--- src/tct_pkg.sv ---
/*
  Package for the dual counter/timer block: register offsets, field
  positions, reset values, prescaler divisors and the bus carrier struct.
  Assumes a single 100 MHz system clock and a classic Wishbone master.
*/
package tct_pkg;

  // ==========================================================================
  // register byte offsets
  localparam logic [7:0] TCT_OFS_CTRL = 8'h00;   // timer_control_status_reg
  localparam logic [7:0] TCT_OFS_MODE = 8'h04;   // timer_mode_reg
  localparam logic [7:0] TCT_OFS_CLK = 8'h08;    // clock_control_reg
  localparam logic [7:0] TCT_OFS_EXT = 8'h0c;    // ext_irq_config_reg
  localparam logic [7:0] TCT_OFS_C0L = 8'h10;    // first_count_low_byte
  localparam logic [7:0] TCT_OFS_C0H = 8'h14;    // first_count_high_byte
  localparam logic [7:0] TCT_OFS_C1L = 8'h18;    // second_count_low_byte
  localparam logic [7:0] TCT_OFS_C1H = 8'h1c;    // second_count_high_byte
  localparam logic [7:0] TCT_OFS_IEN = 8'h20;    // irq enable bits

  // ==========================================================================
  // field positions
  localparam int TCT_B_RUN0 = 4;
  localparam int TCT_B_OVF0 = 5;
  localparam int TCT_B_RUN1 = 6;
  localparam int TCT_B_OVF1 = 7;
  localparam int TCT_B_MODE0 = 0;   // two bits
  localparam int TCT_B_CSEL0 = 2;
  localparam int TCT_B_FIRST_GATE_BIT = 3;
  localparam int TCT_B_MODE1 = 4;   // two bits
  localparam int TCT_B_CSEL1 = 6;
  localparam int TCT_B_GATE1 = 7;
  localparam int TCT_B_PSC = 0;     // two bits
  localparam int TCT_B_CKS0 = 2;
  localparam int TCT_B_CKS1 = 3;
  localparam int TCT_B_POL0 = 0;
  localparam int TCT_B_POL1 = 1;
  localparam int TCT_B_IEN0 = 0;
  localparam int TCT_B_IEN1 = 1;

  // ==========================================================================
  // reset values
  localparam logic [7:0] TCT_RST_BYTE = 8'h00;
  localparam logic [15:0] TCT_RST_COUNT = 16'h0000;

  // ==========================================================================
  // modes and prescaler
  localparam logic [1:0] TCT_M_13BIT = 2'h0;
  localparam logic [1:0] TCT_M_16BIT = 2'h1;
  localparam logic [1:0] TCT_M_RELOAD = 2'h2;
  localparam logic [1:0] TCT_M_SPLIT = 2'h3;
  localparam logic [1:0] TCT_PSC_D12 = 2'h0;
  localparam logic [1:0] TCT_PSC_D4 = 2'h1;
  localparam logic [1:0] TCT_PSC_D48 = 2'h2;
  localparam logic [1:0] TCT_PSC_EXT8 = 2'h3;
  localparam logic [5:0] TCT_DIV12 = 6'h0c;
  localparam logic [5:0] TCT_DIV4 = 6'h04;
  localparam logic [5:0] TCT_DIV48 = 6'h30;
  localparam logic [2:0] TCT_EXT_DIV_LAST = 3'h7;   // divide by 8

  // ==========================================================================
  // wishbone request carrier
  typedef struct packed {
    logic cyc;
    logic stb;
    logic we;
    logic [7:0] adr;
    logic [3:0] sel;
    logic [31:0] dat;
  } tct_wb_req_s;

endpackage

--- src/tct_timer01.sv ---
/*
  Two counter/timers behind a classic Wishbone slave: four modes on the first, three on the second, which holds in mode 3.
  Assumes all pins arrive asynchronously and are synchronised here, and
  that the interrupt controller consumes the registered request outputs.
*/
`timescale 1ns/100ps

module tct_timer01
  import tct_pkg::*;
(
  input wire logic i_mclk,
  input wire logic i_reset_n,
  input wire tct_wb_req_s i_wb,
  output logic o_wb_ack,
  output logic [31:0] o_wb_dat,
  input wire logic i_count0_pin,
  input wire logic i_count1_pin,
  input wire logic i_gating0,
  input wire logic i_gating1,
  input wire logic i_ext_clk,
  output logic o_irq0,
  output logic o_irq1,
  output logic o_ovf1_tick
);

  // ==========================================================================
  // synchronisers
  logic [4:0] sync1_q;
  logic [4:0] sync2_q;
  logic [4:0] prev_q;
  logic [4:0] fall;
  logic [4:0] rise;

  always_ff @(posedge i_mclk or negedge i_reset_n) begin
    if (!i_reset_n) begin
      sync1_q <= 5'h00;
      sync2_q <= 5'h00;
    end else begin
      sync1_q <= {i_ext_clk, i_gating1, i_gating0, i_count1_pin, i_count0_pin};
      sync2_q <= sync1_q;
    end
  end

  // edge reference; a low reset value cannot fake a falling edge
  always_ff @(posedge i_mclk or negedge i_reset_n) begin
    if (!i_reset_n) begin
      prev_q <= 5'h00;
    end else begin
      prev_q <= sync2_q;
    end
  end

  // pulses no closer than every other cycle are caught; faster ones merge
  assign fall = prev_q & ~sync2_q;
  assign rise = ~prev_q & sync2_q;

  // ==========================================================================
  // registers
  logic [7:0] ctrl_q;
  logic [7:0] mode_q;
  logic [7:0] clk_q;
  logic [7:0] ext_q;
  logic [7:0] ien_q;
  logic [15:0] c0_q;
  logic [15:0] c1_q;
  logic ack_q;
  logic [31:0] rdat_q;
  logic acc;
  logic wr;

  assign acc = i_wb.cyc & i_wb.stb & ~ack_q;
  assign wr = acc & i_wb.we & i_wb.sel[0];

  // ==========================================================================
  // prescaler
  logic [5:0] div12_q;
  logic [5:0] div4_q;
  logic [5:0] div48_q;
  logic [2:0] ext_cnt_q;
  logic psc_tick;

  // dividers free-run, so a prescale change settles within one period
  always_ff @(posedge i_mclk or negedge i_reset_n) begin
    if (!i_reset_n) begin
      div12_q <= 6'h00;
    end else begin
      div12_q <= (div12_q == TCT_DIV12 - 6'h01) ? 6'h00 : div12_q + 6'h01;
    end
  end

  always_ff @(posedge i_mclk or negedge i_reset_n) begin
    if (!i_reset_n) begin
      div4_q <= 6'h00;
    end else begin
      div4_q <= (div4_q == TCT_DIV4 - 6'h01) ? 6'h00 : div4_q + 6'h01;
    end
  end

  always_ff @(posedge i_mclk or negedge i_reset_n) begin
    if (!i_reset_n) begin
      div48_q <= 6'h00;
    end else begin
      div48_q <= (div48_q == TCT_DIV48 - 6'h01) ? 6'h00 : div48_q + 6'h01;
    end
  end

  // external clock edges counted on the synchronised copy only
  always_ff @(posedge i_mclk or negedge i_reset_n) begin
    if (!i_reset_n) begin
      ext_cnt_q <= 3'h0;
    end else if (rise[4]) begin
      ext_cnt_q <= ext_cnt_q + 3'h1;
    end
  end

  always_comb begin
    case (clk_q[TCT_B_PSC +: 2])
      TCT_PSC_D12: psc_tick = (div12_q == TCT_DIV12 - 6'h01);
      TCT_PSC_D4: psc_tick = (div4_q == TCT_DIV4 - 6'h01);
      TCT_PSC_D48: psc_tick = (div48_q == TCT_DIV48 - 6'h01);
      TCT_PSC_EXT8: psc_tick = rise[4] & (ext_cnt_q == TCT_EXT_DIV_LAST);
      default: psc_tick = 1'b0;
    endcase
  end

  // ==========================================================================
  // count enables
  logic [1:0] m0;
  logic [1:0] m1;
  logic split;
  logic act0;
  logic act1;
  logic first_gating_input_tick;
  logic second_gating_input_tick;
  logic inc0;
  logic inc0h;
  logic inc1;

  assign m0 = mode_q[TCT_B_MODE0 +: 2];
  assign m1 = mode_q[TCT_B_MODE1 +: 2];
  assign split = (m0 == TCT_M_SPLIT);
  assign act0 = (sync2_q[2] == ext_q[TCT_B_POL0]);
  assign act1 = (sync2_q[3] == ext_q[TCT_B_POL1]);
  assign first_gating_input_tick = clk_q[TCT_B_CKS0] | psc_tick;
  assign second_gating_input_tick = clk_q[TCT_B_CKS1] | psc_tick;

  always_comb begin
    // first timer, also the low half in split mode
    inc0 = ctrl_q[TCT_B_RUN0] & (~mode_q[TCT_B_FIRST_GATE_BIT] | act0)
      & (mode_q[TCT_B_CSEL0] ? fall[0] : first_gating_input_tick);
    // split high half: internal clock, second run bit
    inc0h = split & ctrl_q[TCT_B_RUN1] & first_gating_input_tick;
    if (split) begin
      // run follows the mode alone, internal clock only
      inc1 = (m1 != TCT_M_SPLIT) & second_gating_input_tick;
    end else begin
      inc1 = ctrl_q[TCT_B_RUN1] & (~mode_q[TCT_B_GATE1] | act1)
        & (m1 != TCT_M_SPLIT)
        & (mode_q[TCT_B_CSEL1] ? fall[1] : second_gating_input_tick);
    end
  end

  // ==========================================================================
  // count step: returns {overflow, high, low}
  function automatic logic [16:0] tct_step(input logic [1:0] mode, input logic [15:0] cnt);
    logic [12:0] c13;
    logic [16:0] r;
    c13 = {cnt[15:8], cnt[4:0]} + 13'h0001;
    case (mode)
      TCT_M_13BIT: begin
        // upper low-byte bits are left untouched and carry no meaning
        r = {(c13 == 13'h0000), c13[12:5], cnt[7:5], c13[4:0]};
      end
      TCT_M_16BIT: begin
        r = {(cnt == 16'hffff), cnt + 16'h0001};
      end
      TCT_M_RELOAD: begin
        if (cnt[7:0] == 8'hff) begin
          r = {1'b1, cnt[15:8], cnt[15:8]};
        end else begin
          r = {1'b0, cnt[15:8], cnt[7:0] + 8'h01};
        end
      end
      default: begin
        r = {(cnt[7:0] == 8'hff), cnt[15:8], cnt[7:0] + 8'h01};
      end
    endcase
    return r;
  endfunction

  logic [16:0] s0;
  logic [16:0] s1;
  logic [8:0] s0h;
  logic set_ovf0;
  logic set_ovf1;
  logic ovf1_evt;

  assign s0 = tct_step(m0, c0_q);
  assign s1 = tct_step(m1, c1_q);
  assign s0h = {1'b0, c0_q[15:8]} + 9'h001;
  assign set_ovf0 = inc0 & s0[16];
  assign ovf1_evt = inc1 & s1[16];
  assign set_ovf1 = split ? (inc0h & s0h[8]) : ovf1_evt;

  // ==========================================================================
  // counts; a bus write to a byte wins over counting of that byte
  logic [15:0] c0_d;
  logic [15:0] c1_d;

  always_comb begin
    c0_d = c0_q;
    c1_d = c1_q;
    if (inc0) begin
      c0_d[7:0] = s0[7:0];
      if (!split) begin
        c0_d[15:8] = s0[15:8];
      end
    end
    if (inc0h) begin
      c0_d[15:8] = s0h[7:0];
    end
    if (inc1) begin
      c1_d = s1[15:0];
    end
    if (wr) begin
      case (i_wb.adr)
        TCT_OFS_C0L: c0_d[7:0] = i_wb.dat[7:0];
        TCT_OFS_C0H: c0_d[15:8] = i_wb.dat[7:0];
        TCT_OFS_C1L: c1_d[7:0] = i_wb.dat[7:0];
        TCT_OFS_C1H: c1_d[15:8] = i_wb.dat[7:0];
        default: begin
        end
      endcase
    end
  end

  always_ff @(posedge i_mclk or negedge i_reset_n) begin
    if (!i_reset_n) begin
      c0_q <= TCT_RST_COUNT;
    end else begin
      c0_q <= c0_d;
    end
  end

  always_ff @(posedge i_mclk or negedge i_reset_n) begin
    if (!i_reset_n) begin
      c1_q <= TCT_RST_COUNT;
    end else begin
      c1_q <= c1_d;
    end
  end

  // ==========================================================================
  // configuration registers; run bits never touch the count
  always_ff @(posedge i_mclk or negedge i_reset_n) begin
    if (!i_reset_n) begin
      mode_q <= TCT_RST_BYTE;
      clk_q <= TCT_RST_BYTE;
      ext_q <= TCT_RST_BYTE;
      ien_q <= TCT_RST_BYTE;
    end else if (wr) begin
      case (i_wb.adr)
        TCT_OFS_MODE: mode_q <= i_wb.dat[7:0];
        TCT_OFS_CLK: clk_q <= i_wb.dat[7:0];
        TCT_OFS_EXT: ext_q <= i_wb.dat[7:0];
        TCT_OFS_IEN: ien_q <= i_wb.dat[7:0];
        default: begin
        end
      endcase
    end
  end

  // control/status: a hardware overflow beats a same-cycle software clear
  logic [7:0] ctrl_d;

  always_comb begin
    ctrl_d = ctrl_q;
    if (wr && i_wb.adr == TCT_OFS_CTRL) begin
      ctrl_d = i_wb.dat[7:0];
    end
    if (set_ovf0) begin
      ctrl_d[TCT_B_OVF0] = 1'b1;
    end
    if (set_ovf1) begin
      ctrl_d[TCT_B_OVF1] = 1'b1;
    end
  end

  always_ff @(posedge i_mclk or negedge i_reset_n) begin
    if (!i_reset_n) begin
      ctrl_q <= TCT_RST_BYTE;
    end else begin
      ctrl_q <= ctrl_d;
    end
  end

  // ==========================================================================
  // outputs
  always_ff @(posedge i_mclk or negedge i_reset_n) begin
    if (!i_reset_n) begin
      o_irq0 <= 1'b0;
      o_irq1 <= 1'b0;
    end else begin
      o_irq0 <= ctrl_q[TCT_B_OVF0] & ien_q[TCT_B_IEN0];
      o_irq1 <= ctrl_q[TCT_B_OVF1] & ien_q[TCT_B_IEN1];
    end
  end

  // tick ignores the flag path, so split mode still feeds it
  always_ff @(posedge i_mclk or negedge i_reset_n) begin
    if (!i_reset_n) begin
      o_ovf1_tick <= 1'b0;
    end else begin
      o_ovf1_tick <= ovf1_evt;
    end
  end

  // ==========================================================================
  // wishbone slave: one wait state, unmapped reads return zero
  logic [7:0] rbyte;

  always_comb begin
    case (i_wb.adr)
      TCT_OFS_CTRL: rbyte = ctrl_q;
      TCT_OFS_MODE: rbyte = mode_q;
      TCT_OFS_CLK: rbyte = clk_q;
      TCT_OFS_EXT: rbyte = ext_q;
      TCT_OFS_C0L: rbyte = c0_q[7:0];
      TCT_OFS_C0H: rbyte = c0_q[15:8];
      TCT_OFS_C1L: rbyte = c1_q[7:0];
      TCT_OFS_C1H: rbyte = c1_q[15:8];
      TCT_OFS_IEN: rbyte = ien_q;
      default: rbyte = 8'h00;
    endcase
  end

  always_ff @(posedge i_mclk or negedge i_reset_n) begin
    if (!i_reset_n) begin
      ack_q <= 1'b0;
      rdat_q <= 32'h0000_0000;
    end else begin
      ack_q <= acc;
      if (acc) begin
        rdat_q <= {24'h00_0000, rbyte};
      end
    end
  end

  assign o_wb_ack = ack_q;
  assign o_wb_dat = rdat_q;

endmodule

--- config.mk ---
export PLATFORM = sky130hd
export DESIGN_NAME = tct_timer01
export DESIGN_NICKNAME = d
export VERILOG_FILES = /design/src/tct_pkg.sv /design/src/tct_timer01.sv
export SDC_FILE = /design/constraint.sdc
export NUM_CORES = 1
export LEC_CHECK = 0
export ABC_CLOCK_PERIOD_IN_PS = 5500
export BUFFER_PORTS_ARGS = -buffer_cell sky130_fd_sc_hd__clkbuf_2
export CAP_MARGIN = 10
export CORE_ASPECT_RATIO = 2
export CORE_MARGIN = 3
export CORE_UTILIZATION = 53
export DETAILED_ROUTE_END_ITERATION = 10
export PLACE_DENSITY = 0.83
export SLEW_MARGIN = 20
export SYNTH_ARGS = -nofsm -noshare
export SYNTH_HDL_FRONTEND = slang
export SYNTH_SLANG_ARGS = --single-unit
export TNS_END_PERCENT = 5
--- constraint.sdc ---
create_clock -name i_mclk -period 5.5 [get_ports i_mclk]
set_input_delay 0.825 -clock i_mclk [delete_from_list [all_inputs] [get_ports i_mclk]]
set_output_delay 0.825 -clock i_mclk [all_outputs]
set_load 0.005 [all_outputs]
Word level (Yosys, flattened, before mapping)

Index checks and enable logic that the tools add are counted.

Flip-flop bits (word level): 120
Bits of input ports: 54
Output and inout port bits: 36

Add/sub/neg operators: 11
Equal/unequal tests: 27
Muxes and demuxes: 26
Bitwise logic cells: 29
Reductions and logical operators: 13

Operator list:

| operator                                                               | number |
|---|---|
| 17-bit case mux with 3 select lines                                    | 2 |
| 8-bit case mux with 9 select lines                                     | 1 |
| 16-bit 2-to-1 mux                                                      | 4 |
| 8-bit 2-to-1 mux                                                       | 7 |
| 17-bit 2-to-1 mux                                                      | 2 |
| 16-bit by 1-bit adder with 16-bit output (second input constant)       | 2 |
| 16-bit equality test (second input constant)                           | 2 |
| 8-bit by 5-bit equality test with 1-bit output (second input constant) | 4 |
| 13-bit by 1-bit adder with 13-bit output (second input constant)       | 2 |
| 13-bit logical NOT                                                     | 2 |
| 6-bit by 1-bit adder with 6-bit output (second input constant)         | 3 |
| 1-bit bitwise AND                                                      | 18 |
| 6-bit 2-to-1 mux                                                       | 3 |
| 8-bit by 1-bit adder with 8-bit output (second input constant)         | 2 |
| 8-bit by 4-bit equality test with 1-bit output (second input constant) | 2 |
| 8-bit equality test (second input constant)                            | 2 |
| 2-bit equality test (second input constant)                            | 5 |
| 8-bit by 1-bit adder with 9-bit output (second input constant)         | 1 |
| 8-bit by 3-bit equality test with 1-bit output (second input constant) | 1 |
| 8-bit by 6-bit equality test with 1-bit output (second input constant) | 1 |
| 8-bit logical NOT                                                      | 1 |
| 2-bit AND reduction                                                    | 4 |
| 2-bit by 1-bit equality test with 1-bit output (second input constant) | 3 |
| 6-bit by 2-bit equality test with 1-bit output (second input constant) | 1 |
| 17 further kinds                                                       | 31 |

Longest topological paths before layout

Depth after elaboration: 11
Gate-level depth with buffers: 11
Mapped depth without buffers: 9

Least setup slack after synthesis

No wires, ideal clock.

Path kind: input to register
Start point: input port i_wb[37] in the netlist's numbering
End point: register ctrl_q[7]
Setup time: 0.132 ns
Arrival: 2.495 ns
Data required time: 5.368 ns
Slack: 2.873 ns
Cell stages on the path: 6
Buffers on the path: 0
Cell sequence: or4_1 nor3_1 nand3_1 mux2_2 a21oi_1 o31ai_1

Longest elaborated chain between the ends: 3

RTL lines:

| what                         | RTL line           | text |
|---|---|---|
| start: declaration           | tct_timer01.sv:13  | `input wire tct_wb_req_s i_wb,` |
| 8-bit logical NOT            | tct_timer01.sv:278 | `if (wr && i_wb.adr == TCT_OFS_CTRL) begin` |
| 1-bit logical AND            | tct_timer01.sv:278 |  |
| 2-bit nonzero test (no line) | -                  |  |
| end signal: assignment       | tct_timer01.sv:293 | `ctrl_q <= ctrl_d;` |
| end: declaration             | tct_timer01.sv:59  | `logic [7:0] ctrl_q;` |

No other way between the ends.
A chain may end at the register's enable or synchronous reset.

Final worst setup path

Start point: input port i_wb[46] in the netlist's numbering
End point: register c0_q[13]

Longest elaborated chain between the ends: 5

RTL lines:

| what                           | RTL line           | text |
|---|---|---|
| 1-bit bitwise AND (2 in a row) | tct_timer01.sv:71  | `assign acc = i_wb.cyc & i_wb.stb & ~ack_q;` |
| net acc                        | tct_timer01.sv:68  | `logic acc;` |
| 1-bit bitwise AND (2 in a row) | tct_timer01.sv:72  | `assign wr = acc & i_wb.we & i_wb.sel[0];` |
| 16-bit 2-to-1 mux              | tct_timer01.sv:225 | `if (wr) begin` |
| net c0_d[13]                   | tct_timer01.sv:207 | `logic [15:0] c0_d;` |
| end signal: assignment         | tct_timer01.sv:239 | `c0_q <= TCT_RST_COUNT;` |
| end signal: assignment         | tct_timer01.sv:241 | `c0_q <= c0_d;` |
| end: declaration               | tct_timer01.sv:64  | `logic [15:0] c0_q;` |

The timed path passes the listed nets, and every way through them passes these cells.

==> impl_metrics.env <==
export IMPL_worstPathRequired_ns=5.85
export IMPL_area_delta_synth_final_pct=8.727
export IMPL_cts_buffers=17
export IMPL_wire_per_inst_um=22.04
export IMPL_die_x_um=89.38
export IMPL_die_area_sq_mm=0.01544
export IMPL_dp_hpwl_mm=15.48
export IMPL_r2r_start="o_wb_ack"
export IMPL_drt_initial_drc_count=649
export IMPL_routed_via_density=6.700
export IMPL_cts_root_buf="clkbuf_16"
export IMPL_synth_top_area_share_pct=40.07
export IMPL_grt_pass1_wl_mm=34.64
export IMPL_switching_share_pct=27.87
export IMPL_p_int_mw=1.541
export IMPL_htree_levels=4
export IMPL_layout_common_cells="118 x dfrtp_1, 84 x nand2_1, 77 x nor2_1, 61 x o21ai_0, 47 x mux2_2"
export IMPL_fmax_ghz=0.3170
export IMPL_power_share_sequential_pct=42.8
export IMPL_netlist_instances=826
export IMPL_synth_lib_cells_used_distinct=66
export IMPL_clkPwrFrac_pct=49.9
export IMPL_die_y_um=172.8
export IMPL_hp_class="reg -> reg"
export IMPL_ys_async_sr_fraction_pct=100.0
export IMPL_clk_pin_slew_worst_paths_ns=0.06
export IMPL_grt_pass1_vias=6436
export IMPL_layout_nets=887
export IMPL_cts_sinks=118
export IMPL_comb_power_share_pct=7.2
export IMPL_status="finished, final reports clean"
export IMPL_grt_max_degree=72
export IMPL_regToRegSetupSlack_ns=2.46
export IMPL_p_sw_mw=0.5956
export IMPL_final_common_cell="dfrtp_1"
export IMPL_grt_usage_pct=29.66
export IMPL_synthesis_area_sq_mm=0.007370
export IMPL_cts_resized=0
export IMPL_vias=6640
export IMPL_maxCapViolCount=0
export IMPL_core_sq_mm=0.01351
export IMPL_fin_area_sq_mm=0.008013
export IMPL_finalHoldViolCount=0
export IMPL_setup_tns_ns=0
export IMPL_avgSynthCellArea_sq_um=8.922
export IMPL_path_class="in -> reg"
export IMPL_synth_edf_count=0
export IMPL_r2r_end="c0_q[13]"
export IMPL_timing_final_crit_share_pct=57.36
export IMPL_io_buffers=38
export IMPL_antenna_found_initial=0
export IMPL_relSlewSlack_pct=26.60
export IMPL_drt_pass1_iterations=5
export IMPL_min_from="sync1_q[1]"
export IMPL_holdWs_ns=0.3467
export IMPL_rsz0062_at_grt="false"
export IMPL_finClkSkew_ns=0.01285
export IMPL_cp_arrival_ns=3.51
export IMPL_synth_area_top_cells="dfrtp_1 40%, mux2_2 7.2%, nand2_1 4.3%, o21ai_0 4.1%, nor2_1 3.9%"
export IMPL_yosysWarnings=0
export IMPL_cp_max_fo=15
export IMPL_drive_above_1_share_pct=16.87
export IMPL_min_path_cells=0
export IMPL_period_needed_ns=3.155
export IMPL_p_leak_nw=3.474
export IMPL_cts_buffer_depth=2
export IMPL_r2r_cells=7
export IMPL_utilization_pct=59.30
export IMPL_place_area_sq_mm=0.007456
export IMPL_setup_viol=0
export IMPL_power_mw=2.137
export IMPL_peakVddDrop_mv=0.2380
export IMPL_slew_viol_final=0
export IMPL_gp_congestion=0.9832
export IMPL_routed_wl_mm=21.84
export IMPL_start_util_pct=54.54
export IMPL_synth_seq_area_share_pct=40.07
export IMPL_route_detailed_drc=0
export IMPL_cp_end_kind="flop"
export IMPL_num_antenna_cells=0
export IMPL_grt_ovfl_total=0
export IMPL_worst_skew_pair_late_latency_ns=0.43
export IMPL_cp_start_kind="primary input"
export IMPL_row_count=60
export IMPL_cts_hold_buffers_added=0
export IMPL_io_pins=90
export IMPL_postCtsSetupRepairBufs=0
export IMPL_worst_slew_pin_slew_ns=1.091
export IMPL_ys_ff_latch=118
export IMPL_synth_top_area_cell="dfrtp_1"
export IMPL_pwr_density_cell_mw_per_mm2=266.7
export IMPL_cts_tree="yes"
export IMPL_ant_nets=0
export IMPL_synthFlopType="dfrtp_1"
export IMPL_hold_end="sync2_q[1]"
-- metal layers --
metal	GRT usage [%]	up-vias	wire, um
met3	6.438	122	1314
met4	20.68	0	1722
li1	-	2968	-
met2	49.23	373	11380
met5	0	-	0
met1	32.20	3177	7425
-- per-stage QoR --
step,std cells,worst slack (ns)
2_1_floorplan,849,2.873
3_3_place_gp,959,2.014
3_5_place_dp,959,2.035
4_1_cts,991,2.432
5_1_grt,991,2.142
6_report,991,2.345
-- worst max path at each step --
| stage | start | to | slack, ns | cells past startpoint |
|---|---|---|---|---|
| after detailed placement | i_wb[46] | c0_q[13] | 2.03 | 9 |
| after floorplan | i_wb[37] | ctrl_q[7] | 2.87 | 6 |
| after global routing | i_wb[46] | c0_q[13] | 2.14 | 9 |
| after global placement | i_wb[46] | c0_q[10] | 2.01 | 9 |
| final | i_wb[46] | c0_q[13] | 2.35 | 9 |
| after CTS | i_wb[46] | c0_q[10] | 2.43 | 9 |
-- sequential cells by signal, summed over array words and instances (netlist names), 3 cells and up --
register / flops
sync2_q: 5
prev_q: 3
mode_q: 8
div48_q: 6
c0_q: 16
ctrl_q: 8
ien_q: 8
ext_cnt_q: 3
ext_q: 8
clk_q: 8
c1_q: 16
div12_q: 6
o_wb_dat: 8
sync1_q: 5
div4_q: 6
-- worst max-delay path: stages --
cell and delay [ns]:
clkbuf_2 0.08, nand2_1 0.04, or2_2 0.36, inv_1 0.12
and3_1 0.46, nand4_1 0.66, o21ai_0 0.62, a221oi_1 0.20
nor2_1 0.14
-- power groups by stage --
stage,logic (mW),clock network [mW],registers [mW]
floorplan,0.113,0,0.918
global placement,0.146,0,0.928
detailed placement,0.152,0,0.930
CTS,0.153,1.07,0.914
global route,0.171,1.11,0.917
finish,0.155,1.07,0.915
-- cell usage after synthesis (all sizes together), types with 6 or more instances --
master,count
mux2,47
o211ai,6
nand2,84
a211oi,9
clkbuf,50
a41oi,6
mux2i,16
and3,13
nor4,9
dfrtp,118
xor2,9
a21oi,43
nor2b,6
nor2,79
buf,40
or3,6
o21ai,66
o31ai,8
a221oi,15
inv,11
ha,10
nand3,32
nand4,7
a31oi,15
nor3,29
xnor2,12
-- area by class of cell --
cell class / instances / area [sq um]
clock buffer: 17 / 425.4
inverter: 11 / 41.29
fill: 1168 / 5500
multi-input combinational: 630 / 4023
timing repair buffer: 45 / 245.2
tap: 155 / 193.9
sequential: 118 / 2953
clock inverter: 15 / 131.4
-- cell families (layout without fill, tap and decap cells) --
kind of cell	after synthesis	after routing	share of synthesized area, %
DFF	118	118	40.07
buffers and inverters	101	88	6.520
other	1	24	0.05088
AOI/OAI and AO/OA	215	215	19.51
adders and majority gates	10	10	1.698
and+or+nand+nor	293	293	19.08
muxes	67	67	10.58
xor gates and xnor gates	21	21	2.496
Note: power is estimated with default switching activity, not from simulation.
